<file path="src/logic/port_pin_levels_pkg.sv">
`default_nettype none
package port_pin_levels_pkg;
	// ****************************************
	// register map
	// ****************************************
	localparam int ADDR_W = 3;
	localparam logic [2:0] OFF_PINS = 3'h0;
	localparam logic [2:0] OFF_LATCH = 3'h1;
	localparam logic [2:0] OFF_DIR = 3'h2;
	localparam logic [2:0] OFF_ICMAIN = 3'h3;
	localparam logic [2:0] OFF_ICEDGE = 3'h4;
	localparam logic [2:0] OFF_ICEXT = 3'h5;
	localparam logic [2:0] OFF_CFG = 3'h6;

	// ****************************************
	// field positions
	// ****************************************
	localparam int FLAG_BIT = 0;
	localparam int ENABLE_BIT = 3;
	localparam int PRIO_BIT = 0;
	localparam int PULLUP_N_BIT = 7;
	localparam int CFG_SEL_BIT = 0;
	localparam int CFG_MCU_BIT = 1;
	localparam int CFG_PROG_BIT = 2;
	localparam logic [7:0] CFG_MASK = 8'h07;

	// ****************************************
	// pin roles
	// ****************************************
	localparam int CCP_PIN = 3;
	localparam int PCLK_PIN = 6;
	localparam int PDAT_PIN = 7;
	localparam int CHG_LO = 4;
	localparam int CHG_W = 4;
	localparam int SYNC_STAGES = 2;

	// ****************************************
	// reset values
	// ****************************************
	localparam logic [7:0] RST_DIR = 8'hff;
	localparam logic [7:0] RST_LATCH = 8'h00;
	localparam logic [7:0] RST_ICMAIN = 8'h00;
	localparam logic [7:0] RST_ICEDGE = 8'hff;
	localparam logic [7:0] RST_ICEXT = 8'h00;
	localparam logic [7:0] RST_CFG = 8'h03;
endpackage : port_pin_levels_pkg
`default_nettype wire

</file>
<file path="src/logic/gpio_port_b_change_irq.sv">
`timescale 1ns/1ns
`default_nettype none
// Overview of operation
// - direction bit 1 floats the pin, 0 drives the output latch
// - latch register reads back latched value, not pin levels
// - port register read gives pin levels, write updates the latch
// - one active-low bit 7 of edge control enables all pull-ups
// - pull-up off on any pin configured as output
// - pull-ups disabled after power-on reset
// - change detection only on pins 7:4 configured as inputs
// - upper input pins compared with value captured at last port access
// - mismatches ORed set the change flag at bit 0 of main control
// - change interrupt can wake the device
// - port read or write recaptures, except file-to-file move destination
// - mismatch keeps setting flag; clearable one cycle after port access
// - on 80-pin parts outside default mode select bit routes compare unit two to pin 3
// - routed compare output overrides latch on output, capture on input
// - pins 0-3 feed external interrupts, pins 4-7 change inputs
// - programming mode makes pin 6 clock in, pin 7 data, their pull-ups and change detection off
module gpio_port_b_change_irq #(
	parameter bit PIN80 = 1'b1
) (
	input wire logic CLOCK,
	input wire logic RESET,
	input wire logic [port_pin_levels_pkg::ADDR_W-1:0] ADDR,
	input wire logic [7:0] WDATA,
	input wire logic WR,
	input wire logic RD,
	input wire logic FILE_MOVE_DEST,
	output logic [7:0] RDATA,
	input wire logic [7:0] PIN_IN,
	output logic [7:0] PIN_OUT,
	output logic [7:0] PIN_OE,
	output logic [7:0] PIN_PULLUP,
	input wire logic CAPTURE_COMPARE_TWO_OUT,
	input wire logic CAPTURE_COMPARE_TWO_OUT_EN,
	output logic CAPTURE_COMPARE_TWO_CAPTURE,
	output logic [3:0] EXT_IRQ,
	output logic PROG_CLOCK_IN,
	output logic PROG_DATA_IN,
	input wire logic PROG_DATA_OUT,
	input wire logic PROG_DATA_OE,
	output logic PORT_CHANGE_IRQ,
	output logic PORT_CHANGE_PRIO,
	output logic WAKE_REQ
);
	// ****************************************
	// elaboration checks
	// ****************************************
	if (port_pin_levels_pkg::CHG_LO + port_pin_levels_pkg::CHG_W != 8) begin : g_bad
		$error("gpio_port_b_change_irq: change pins must be the upper nibble");
	end

	// address match helper
	function automatic logic hit(
		input logic [port_pin_levels_pkg::ADDR_W-1:0] a,
		input logic [port_pin_levels_pkg::ADDR_W-1:0] off
	);
		hit = (a == off);
	endfunction : hit

	// ****************************************
	// declarations
	// ****************************************
	logic [7:0] pins_sync;
	logic [7:0] latch_r;
	logic [7:0] dir_r;
	logic [7:0] icmain_r;
	logic [7:0] icedge_r;
	logic [7:0] icext_r;
	logic [7:0] cfg_r;
	logic [7:0] rdata_r;
	logic [7:0] rdata_nxt;
	logic [7:0] pin_out_r;
	logic [7:0] pin_out_nxt;
	logic [7:0] pin_oe_r;
	logic [7:0] pin_oe_nxt;
	logic [7:0] pullup_r;
	logic [7:0] pullup_nxt;
	logic [3:0] ext_irq_r;
	logic ccp_cap_r;
	logic prog_clk_r;
	logic prog_dat_r;
	logic irq_r;
	logic prio_r;
	logic wake_r;
	logic flag_nxt;
	logic port_access;
	logic mismatch;
	logic ccp_routed;
	logic prog_en;
	logic pullup_disable_n;
	logic port_change_flag;
	logic port_change_enable;
	logic [port_pin_levels_pkg::CHG_W-1:0] chg_is_input;

	// ****************************************
	// input synchronisation
	// ****************************************
	// pins pass two flops before use
	pin_sync #(
		.WIDTH(8),
		.STAGES(port_pin_levels_pkg::SYNC_STAGES)
	) u_sync (
		.clock(CLOCK),
		.reset(RESET),
		.async_in(PIN_IN),
		.sync_out(pins_sync)
	);

	// ****************************************
	// decoded controls
	// ****************************************
	assign prog_en = cfg_r[port_pin_levels_pkg::CFG_PROG_BIT];
	assign pullup_disable_n = icedge_r[port_pin_levels_pkg::PULLUP_N_BIT];
	assign port_change_flag = icmain_r[port_pin_levels_pkg::FLAG_BIT];
	assign port_change_enable = icmain_r[port_pin_levels_pkg::ENABLE_BIT];

	// alternate route only on 80-pin parts outside default mode
	assign ccp_routed = PIN80 && !cfg_r[port_pin_levels_pkg::CFG_SEL_BIT]
		&& !cfg_r[port_pin_levels_pkg::CFG_MCU_BIT];

	// any port access recaptures unless move destination
	assign port_access = (RD && hit(ADDR, port_pin_levels_pkg::OFF_PINS))
		|| (WR && hit(ADDR, port_pin_levels_pkg::OFF_PINS) && !FILE_MOVE_DEST);

	// ****************************************
	// change detection
	// ****************************************
	// only upper inputs compared, programming pins excluded
	always_comb begin
		chg_is_input = dir_r[7:port_pin_levels_pkg::CHG_LO];
		if (prog_en) begin
			chg_is_input[port_pin_levels_pkg::PCLK_PIN - port_pin_levels_pkg::CHG_LO] = 1'b0;
			chg_is_input[port_pin_levels_pkg::PDAT_PIN - port_pin_levels_pkg::CHG_LO] = 1'b0;
		end
	end

	// compare upper pins against last captured copy
	change_detect #(
		.WIDTH(port_pin_levels_pkg::CHG_W)
	) u_change (
		.clock(CLOCK),
		.reset(RESET),
		.level(pins_sync[7:port_pin_levels_pkg::CHG_LO]),
		.is_input(chg_is_input),
		.recapture(port_access),
		.mismatch(mismatch)
	);

	// ****************************************
	// output latch and direction
	// ****************************************
	// port write and latch write both load the latch
	always_ff @(posedge CLOCK) begin
		if (RESET) begin
			latch_r <= port_pin_levels_pkg::RST_LATCH;
		end else if (WR && (hit(ADDR, port_pin_levels_pkg::OFF_PINS)
				|| hit(ADDR, port_pin_levels_pkg::OFF_LATCH))) begin
			latch_r <= WDATA;
		end
	end

	// direction register, all inputs after reset
	always_ff @(posedge CLOCK) begin
		if (RESET) begin
			dir_r <= port_pin_levels_pkg::RST_DIR;
		end else if (WR && hit(ADDR, port_pin_levels_pkg::OFF_DIR)) begin
			dir_r <= WDATA;
		end
	end

	// ****************************************
	// interrupt control registers
	// ****************************************
	// mismatch sets flag, set wins over clear
	always_comb begin
		flag_nxt = port_change_flag;
		if (WR && hit(ADDR, port_pin_levels_pkg::OFF_ICMAIN)) begin
			flag_nxt = WDATA[port_pin_levels_pkg::FLAG_BIT];
		end
		if (mismatch) begin
			flag_nxt = 1'b1;
		end
	end

	// main control, flag bit owned by hardware set logic
	always_ff @(posedge CLOCK) begin
		if (RESET) begin
			icmain_r <= port_pin_levels_pkg::RST_ICMAIN;
		end else begin
			if (WR && hit(ADDR, port_pin_levels_pkg::OFF_ICMAIN)) begin
				icmain_r <= WDATA;
			end
			icmain_r[port_pin_levels_pkg::FLAG_BIT] <= flag_nxt;
		end
	end

	always_ff @(posedge CLOCK) begin
		if (RESET) begin
			icedge_r <= port_pin_levels_pkg::RST_ICEDGE;
		end else if (WR && hit(ADDR, port_pin_levels_pkg::OFF_ICEDGE)) begin
			icedge_r <= WDATA;
		end
	end

	// external interrupt control, stored only
	always_ff @(posedge CLOCK) begin
		if (RESET) begin
			icext_r <= port_pin_levels_pkg::RST_ICEXT;
		end else if (WR && hit(ADDR, port_pin_levels_pkg::OFF_ICEXT)) begin
			icext_r <= WDATA;
		end
	end

	// configuration: pin select, default mode, programming enable
	always_ff @(posedge CLOCK) begin
		if (RESET) begin
			cfg_r <= port_pin_levels_pkg::RST_CFG;
		end else if (WR && hit(ADDR, port_pin_levels_pkg::OFF_CFG)) begin
			cfg_r <= WDATA & port_pin_levels_pkg::CFG_MASK;
		end
	end

	// ****************************************
	// read path
	// ****************************************
	// port read shows pins, latch read shows latch
	always_comb begin
		case (ADDR)
			port_pin_levels_pkg::OFF_PINS: rdata_nxt = pins_sync;
			port_pin_levels_pkg::OFF_LATCH: rdata_nxt = latch_r;
			port_pin_levels_pkg::OFF_DIR: rdata_nxt = dir_r;
			port_pin_levels_pkg::OFF_ICMAIN: rdata_nxt = icmain_r;
			port_pin_levels_pkg::OFF_ICEDGE: rdata_nxt = icedge_r;
			port_pin_levels_pkg::OFF_ICEXT: rdata_nxt = icext_r;
			port_pin_levels_pkg::OFF_CFG: rdata_nxt = cfg_r;
			default: rdata_nxt = 8'h00;
		endcase
	end

	// read data valid only in the cycle after the strobe
	always_ff @(posedge CLOCK) begin
		if (RESET) begin
			rdata_r <= 8'h00;
		end else if (RD) begin
			rdata_r <= rdata_nxt;
		end else begin
			rdata_r <= 8'h00;
		end
	end

	// ****************************************
	// pin drive
	// ****************************************
	// direction picks float or latch drive
	always_comb begin
		pin_out_nxt = latch_r;
		pin_oe_nxt = ~dir_r;
		// compare output overrides latch on pin 3
		if (ccp_routed && !dir_r[port_pin_levels_pkg::CCP_PIN] && CAPTURE_COMPARE_TWO_OUT_EN) begin
			pin_out_nxt[port_pin_levels_pkg::CCP_PIN] = CAPTURE_COMPARE_TWO_OUT;
		end
		if (prog_en) begin
			pin_out_nxt[port_pin_levels_pkg::PCLK_PIN] = 1'b0;
			pin_oe_nxt[port_pin_levels_pkg::PCLK_PIN] = 1'b0;
			pin_out_nxt[port_pin_levels_pkg::PDAT_PIN] = PROG_DATA_OUT;
			pin_oe_nxt[port_pin_levels_pkg::PDAT_PIN] = PROG_DATA_OE;
		end
	end

	// pull-ups on when control bit low, inputs only
	always_comb begin
		pullup_nxt = {8{~pullup_disable_n}} & dir_r;
		if (prog_en) begin
			pullup_nxt[port_pin_levels_pkg::PCLK_PIN] = 1'b0;
			pullup_nxt[port_pin_levels_pkg::PDAT_PIN] = 1'b0;
		end
	end

	// registered pin outputs
	always_ff @(posedge CLOCK) begin
		if (RESET) begin
			pin_out_r <= 8'h00;
			pin_oe_r <= 8'h00;
			pullup_r <= 8'h00;
		end else begin
			pin_out_r <= pin_out_nxt;
			pin_oe_r <= pin_oe_nxt;
			pullup_r <= pullup_nxt;
		end
	end

	// ****************************************
	// peripheral inputs
	// ****************************************
	// low pins feed external interrupts when inputs
	always_ff @(posedge CLOCK) begin
		if (RESET) begin
			ext_irq_r <= 4'h0;
		end else begin
			ext_irq_r <= pins_sync[3:0] & dir_r[3:0];
		end
	end

	// pin 3 is capture input when routed and input
	always_ff @(posedge CLOCK) begin
		if (RESET) begin
			ccp_cap_r <= 1'b0;
		end else begin
			ccp_cap_r <= ccp_routed && dir_r[port_pin_levels_pkg::CCP_PIN]
				&& pins_sync[port_pin_levels_pkg::CCP_PIN];
		end
	end

	always_ff @(posedge CLOCK) begin
		if (RESET) begin
			prog_clk_r <= 1'b0;
			prog_dat_r <= 1'b0;
		end else begin
			prog_clk_r <= prog_en && pins_sync[port_pin_levels_pkg::PCLK_PIN];
			prog_dat_r <= prog_en && pins_sync[port_pin_levels_pkg::PDAT_PIN];
		end
	end

	// ****************************************
	// interrupt request and wake
	// ****************************************
	// enabled flag requests interrupt and wake
	always_ff @(posedge CLOCK) begin
		if (RESET) begin
			irq_r <= 1'b0;
			prio_r <= 1'b0;
			wake_r <= 1'b0;
		end else begin
			irq_r <= port_change_flag && port_change_enable;
			prio_r <= icedge_r[port_pin_levels_pkg::PRIO_BIT];
			wake_r <= port_change_flag && port_change_enable;
		end
	end

	// ****************************************
	// outputs
	// ****************************************
	assign RDATA = rdata_r;
	assign PIN_OUT = pin_out_r;
	assign PIN_OE = pin_oe_r;
	assign PIN_PULLUP = pullup_r;
	assign EXT_IRQ = ext_irq_r;
	assign CAPTURE_COMPARE_TWO_CAPTURE = ccp_cap_r;
	assign PROG_CLOCK_IN = prog_clk_r;
	assign PROG_DATA_IN = prog_dat_r;
	assign PORT_CHANGE_IRQ = irq_r;
	assign PORT_CHANGE_PRIO = prio_r;
	assign WAKE_REQ = wake_r;
endmodule : gpio_port_b_change_irq
`default_nettype wire

</file>
<file path="src/logic/pin_sync.sv">
`timescale 1ns/1ns
`default_nettype none
module pin_sync #(
	parameter int WIDTH = 8,
	parameter int STAGES = 2
) (
	input wire logic clock,
	input wire logic reset,
	input wire logic [WIDTH-1:0] async_in,
	output logic [WIDTH-1:0] sync_out
);
	// ****************************************
	// elaboration checks
	// ****************************************
	if (WIDTH < 1 || STAGES != 2) begin : g_bad
		$error("pin_sync: WIDTH must be positive and STAGES two");
	end

	logic [WIDTH-1:0] meta_r;
	logic [WIDTH-1:0] stable_r;

	// two flops, first one read only by the second
	always_ff @(posedge clock) begin
		if (reset) begin
			meta_r <= '0;
			stable_r <= '0;
		end else begin
			meta_r <= async_in;
			stable_r <= meta_r;
		end
	end

	assign sync_out = stable_r;
endmodule : pin_sync
`default_nettype wire

</file>
<file path="src/logic/change_detect.sv">
`timescale 1ns/1ns
`default_nettype none
module change_detect #(
	parameter int WIDTH = 4
) (
	input wire logic clock,
	input wire logic reset,
	input wire logic [WIDTH-1:0] level,
	input wire logic [WIDTH-1:0] is_input,
	input wire logic recapture,
	output logic mismatch
);
	if (WIDTH < 1) begin : g_bad
		$error("change_detect: WIDTH must be positive");
	end

	logic [WIDTH-1:0] snap_r;
	logic mismatch_r;

	always_ff @(posedge clock) begin
		if (reset) begin
			snap_r <= '0;
		end else if (recapture) begin
			snap_r <= level;
		end
	end

	// outputs masked out, access ends mismatch
	always_ff @(posedge clock) begin
		if (reset) begin
			mismatch_r <= 1'b0;
		end else if (recapture) begin
			mismatch_r <= 1'b0;
		end else begin
			mismatch_r <= |((level ^ snap_r) & is_input);
		end
	end

	assign mismatch = mismatch_r;
endmodule : change_detect
`default_nettype wire

</file>
<file path="config.mk">
export PLATFORM = sky130hd
export DESIGN_NAME = gpio_port_b_change_irq
export DESIGN_NICKNAME = d
export VERILOG_FILES = /design/src/logic/port_pin_levels_pkg.sv /design/src/logic/gpio_port_b_change_irq.sv /design/src/logic/pin_sync.sv /design/src/logic/change_detect.sv
export SDC_FILE = /design/constraint.sdc
export NUM_CORES = 1
export LEC_CHECK = 0
export ABC_CLOCK_PERIOD_IN_PS = 2800
export BUFFER_PORTS_ARGS = -buffer_cell sky130_fd_sc_hd__buf_4
export CORE_MARGIN = 5
export CORE_UTILIZATION = 45
export DETAILED_ROUTE_END_ITERATION = 10
export PLACE_DENSITY = 0.67
export RECOVER_POWER = 100
export SLEW_MARGIN = 10
export SYNTH_ARGS = -nofsm -noshare
export SYNTH_HDL_FRONTEND = slang
export SYNTH_SLANG_ARGS = --single-unit
export TNS_END_PERCENT = 10
</file>
<file path="constraint.sdc">
create_clock -name CLOCK -period 2.8 [get_ports CLOCK]
set_clock_uncertainty 0.2 [all_clocks]
set_input_delay 0.28 -clock CLOCK [delete_from_list [all_inputs] [get_ports CLOCK]]
set_output_delay 0.28 -clock CLOCK [all_outputs]
set_load 0.03 [all_outputs]
</file>
After elaboration in Yosys (flattened, before gate mapping). Cells that the tools add are included.

Register bits after elaboration: 105. Bits of input ports: 28. Output and inout bits: 42. Logic and storage cells: 73.

Eq/ne operators: 6. Muxes and demuxes: 7. Bitwise gates (word level): 7. Reduce and logical (&&, ||, !) cells: 29.

Operators by type and width (count): 8-bit one-hot mux with 7 select lines (1); 1-bit logical AND (17); 3-bit equality test (second input constant) (3); 4-bit AND (2); 8-bit AND (1); 8-bit inverter (1); 3-bit by 2-bit equality test with 1-bit output (second input constant) (2); 2-bit two-way mux (3); 2-bit OR reduction (3); 1-bit logical NOT (4); 4-bit OR reduction (1); 4-bit bitwise XOR (1); 3-bit by 1-bit equality test with 1-bit output (second input constant) (1); 3-bit logical NOT (1); 1-bit two-way mux (3); 1-bit logical OR (2); 1-bit inverter (2); 2-bit nonzero test (1).

Logic depth before layout (Yosys ltp).
Word-level depth: 5. Mapped depth: 6. Depth with buffers taken out: 4.

Hierarchy. Synthesis repeated with hierarchy kept, for this count alone.

Cell total of the unflattened synthesis: 374. Area, all modules: 3932.5 um2.

Modules (own cells, without submodules): gpio_port_b_change_irq (instances 1, cells each 320, area each 3245.6 um2); pin_sync (instances 1, cells each 33, area each 464.2 um2); change_detect (instances 1, cells each 21, area each 222.7 um2).

Worst setup path after synthesis. OpenSTA, ideal clock, no wires.

Path type: in2reg. Start: input port ADDR[0] (netlist name). End: register rdata_r[5], in the netlist RDATA[5]. Data arrival time: 1.103 ns. Required time: 2.476 ns. Path slack: 1.373 ns. Stages: 5. Path buffers: 2. Cells stage by stage: buf_6 -> buf_4 -> mux2_2 -> a22oi_1 -> nor2_1.

Cells in the longest elaborated chain, start to end: 2. Elaborated cells on any way between the ends: 8. Those cells by class: eq/ne (6); mux (1); reduce/logical (1).

RTL lines: from (decl) (line gpio_port_b_change_irq.sv:25) `input wire logic [port_pin_levels_pkg::ADDR_W-1:0] ADDR,`; 3-bit equality test (tied with other cells) (line gpio_port_b_change_irq.sv:230) `case (ADDR)`; 8-bit one-hot mux with 7 select lines * (line gpio_port_b_change_irq.sv:230); to (signal assigned) (line gpio_port_b_change_irq.sv:247) `rdata_r <= rdata_nxt;`; to (decl) (line gpio_port_b_change_irq.sv:72) `logic [7:0] rdata_r;`.

Every way passes the cells marked *; elsewhere a longest branch is shown, timed or not. A chain may end at the register's enable or synchronous reset.

Worst setup path in the final report.
Start: input port ADDR[2] (netlist name). End: register latch_r[0].

Cells in the longest elaborated chain, start to end: 3. Elaborated cells on any way between the ends: 4. Those cells by class: eq/ne (1); reduce/logical (3).

RTL lines: 3-bit by 1-bit equality test with 1-bit output / 3-bit logical NOT (equally long branches) (line gpio_port_b_change_irq.sv:59) `hit = (a == off);`; 1-bit logical OR * (line gpio_port_b_change_irq.sv:159) `|| hit(ADDR, port_pin_levels_pkg::OFF_LATCH))) begin`; 1-bit logical AND * (line gpio_port_b_change_irq.sv:158) `end else if (WR && (hit(ADDR, port_pin_levels_pkg::OFF_PINS)`; to (signal assigned) (line gpio_port_b_change_irq.sv:157) `latch_r <= port_pin_levels_pkg::RST_LATCH;`; to (decl) (line gpio_port_b_change_irq.sv:66) `logic [7:0] latch_r;`.

Marks and branches as above.

==> impl_results.md <==
- Mapped Cells: 392
- GPL Wtd Cong: 0.870
- Pwr dens: 590 nW/um^2
- Sw Ratio: 0.262
- Ys flop type: dfxtp_1
- Drt pass-1 iters: 5
- Mapped cell area: 3820 um^2
- Slew @ Worst Pin: 1370 ps
- EDFF count, synth: 0
- Unrepaired setup endpoints after global routing: false
- Reg area: 2100 um^2
- First-pass GRT wire length: 14900 um
- Final ANT Viol Nets: 0
- DIE WIDTH: 102 um
- Clock group share of total power: 0.321
- Post-layout min period: 2040 ps
- R2R Setup Slk: 1330 ps
- CTS tree: yes
- Commonest cells after routing, fill and taps aside: 105 x dfxtp_1, 73 x nand2_1, 45 x clkbuf_1
- GRT Total Usage: 0.186
- Final hold slack: 148 ps
- # resized after CTS: 0
- CTS H-tree depth: 3
- Yosys warnings: 0
- Syn nets: 420
- Critical path type: in2reg
- Clock sinks: 105
- Max-slew violations: 0
- Max-slew headroom: 0.0852
- Drt drc: 0
- Multi-input gate area: 1570 um^2
- Final Cycle Share: 0.730
- Avg Cell Area, Syn: 9.76 um^2
- Most common cell after layout, fill and taps aside: dfxtp_1
- Grt ovf: 0
- Starting Density: 0.463
- Clk_lat worst skew: 380 ps
- Leakage: 1.84 nW
- Clk slew on worst S/H paths: 100 ps
- Layout filler cell count: 792
- Type of the tightest min-delay check: in2reg
- Detailed Route WL: 9110 um
- Logic gate share of total power: 0.095
- Root Buffer: clkbuf_8
- Register area share after synthesis: 0.550
- Hold Buf Count CTS: 19
- Nets: 498
- Critical Path Max Stage Delay: 750 ps
- Vias: 2968
- Core Area: 8260 um^2
- Flops & latches, synth: 105
- Initial antenna violation count: 0
- Vias in the first global route: 2993
- # port buffers: 69
- Layout area overhead: 19.0%
- Die H: 102 um
- Via density: 5.12
- Unique masters post-synth: 35
- N_diodes: 0
- Crit path DAT: 2090 ps
- Status: finished clean
- Setup crit end kind: register
- CP Max Fanout: 23
- Maximum vdd drop: 0.000314 V
- Share of cells above drive strength 1: 0.120
- 1st-iter DRT viols: 143
- Net Switching: 0.000704 W
- CTS Buffer Depth: 2
- Top-Level Pins: 70
- Crit path cell chain: clkbuf_1 > and2b_1 > and2_0 > mux2i_1 > nor2_1
- Critical path required time: 2850 ps
- Site row count: 33
- Power Internal: 0.00198 W
- Hpwl dp: 6240 um
- Setup TNS: 0 ps
- Seq pwr share: 0.583
- Max Cap Viol: 0
- CTS Buf Count: 9
- Setup violators final: 0
- Startpoint Class: input port
- WL/cell: 15.7 um
- Die area: 10400 um^2
- Critical path's slowest cell: clkbuf_1
- Highest Clock Rate: 489 MHz
- Largest net degree at the start of global routing: 58
- Postcts setup bufs: 0
- Ys async rst share: 0
- Hold Vio Cnt, Final: 0
==> path summary, 6_finish.rpt <==
kind,startpoint,end,cells past startpoint
setup / recovery,ADDR[2],latch_r[0],5
hold / removal,ADDR[0],RDATA[1],3
setup reg to reg,dir_r[3],PIN_OUT[3],3
hold reg to reg,u_sync.meta_r[4],u_sync.sync_out[4],1
==> registers in the layout, indices dropped and copies added, names as in the netlist, 8 cells and up <==
| register | cells |
|---|---|
| RDATA | 8 |
| u_sync.sync_out | 8 |
| icmain_r | 8 |
| dir_r | 8 |
| latch_r | 8 |
| u_sync.meta_r | 8 |
| icext_r | 8 |
| PIN_PULLUP | 8 |
| PIN_OUT | 8 |
| icedge_r | 8 |
| PIN_OE | 8 |
==> per-layer routing <==
| metal | up-vias | GRT usage | share of wire |
|---|---|---|---|
| li1 | 1458 | - | - |
| met1 | 1393 | 0.241 | 0.43 |
| met2 | 105 | 0.306 | 0.48 |
| met3 | 12 | 0.0355 | 0.075 |
| met4 | 0 | 0.0737 | 0.016 |
| met5 | - | 0 | 0 |
==> critical path, delay by kind of cell <==
| family | cells | cell delay (ps) |
|---|---|---|
| mux | 1 | 280 |
| simple gates | 3 | 780 |
| buf+inv | 1 | 750 |
==> power by group through the flow <==
stage          logic (W)  clock network (W)  registers, W
3_3_place_gp    0.000246                  0       0.00160
2_1_floorplan   0.000136                  0       0.00162
4_1_cts         0.000271           0.000886       0.00157
5_1_grt         0.000280           0.000947       0.00157
3_5_place_dp    0.000249                  0       0.00160
6_report        0.000256           0.000863       0.00157
==> Yosys cell counts, types with 7 or more instances <==
master    count  area [um^2]
a21oi_1      20          100
clkbuf_1      9         33.8
and2_1        8         50.1
nor2b_1      26          163
dfxtp_1     105         2100
nor2_1       37          139
mux2_2       11          124
nand2_1      73          274
inv_1         7         26.3
mux2i_1      16          160
nand3b_1     17          128
==> area by class of cell <==
type / instances / area share
Clock buffer: 9 / 0.0272
Clock inverter: 7 / 0.0113
Inverter: 7 / 0.00577
Multi-Input combinational cell: 258 / 0.345
Sequential cell: 105 / 0.462
Tap cell: 105 / 0.0289
Timing Repair Buffer: 89 / 0.120
==> cell families (layout without fill, tap and decap cells) <==
logic type | count (synthesis) | count (layout) | synth area share
compound gates | 37 | 37 | 0.0654
xor+xnor | 4 | 4 | 0.00916
buf+inv | 29 | 112 | 0.0393
flops | 105 | 105 | 0.550
mux | 31 | 31 | 0.0988
simple gates | 186 | 186 | 0.238
==> per-stage QoR <==
step,power (W),cell area (um^2),cells,setup slack (ps),util
finish,0.00269,4550,580,755,0.551
detailed placement,0.00185,4360,545,934,0.528
global placement,0.00185,4360,545,1010,0.528
CTS,0.00272,4720,580,1340,0.572
global route,0.00280,4550,580,624,0.551
floorplan,0.00176,3820,392,1370,-
(Power assumes the default switching activity.)
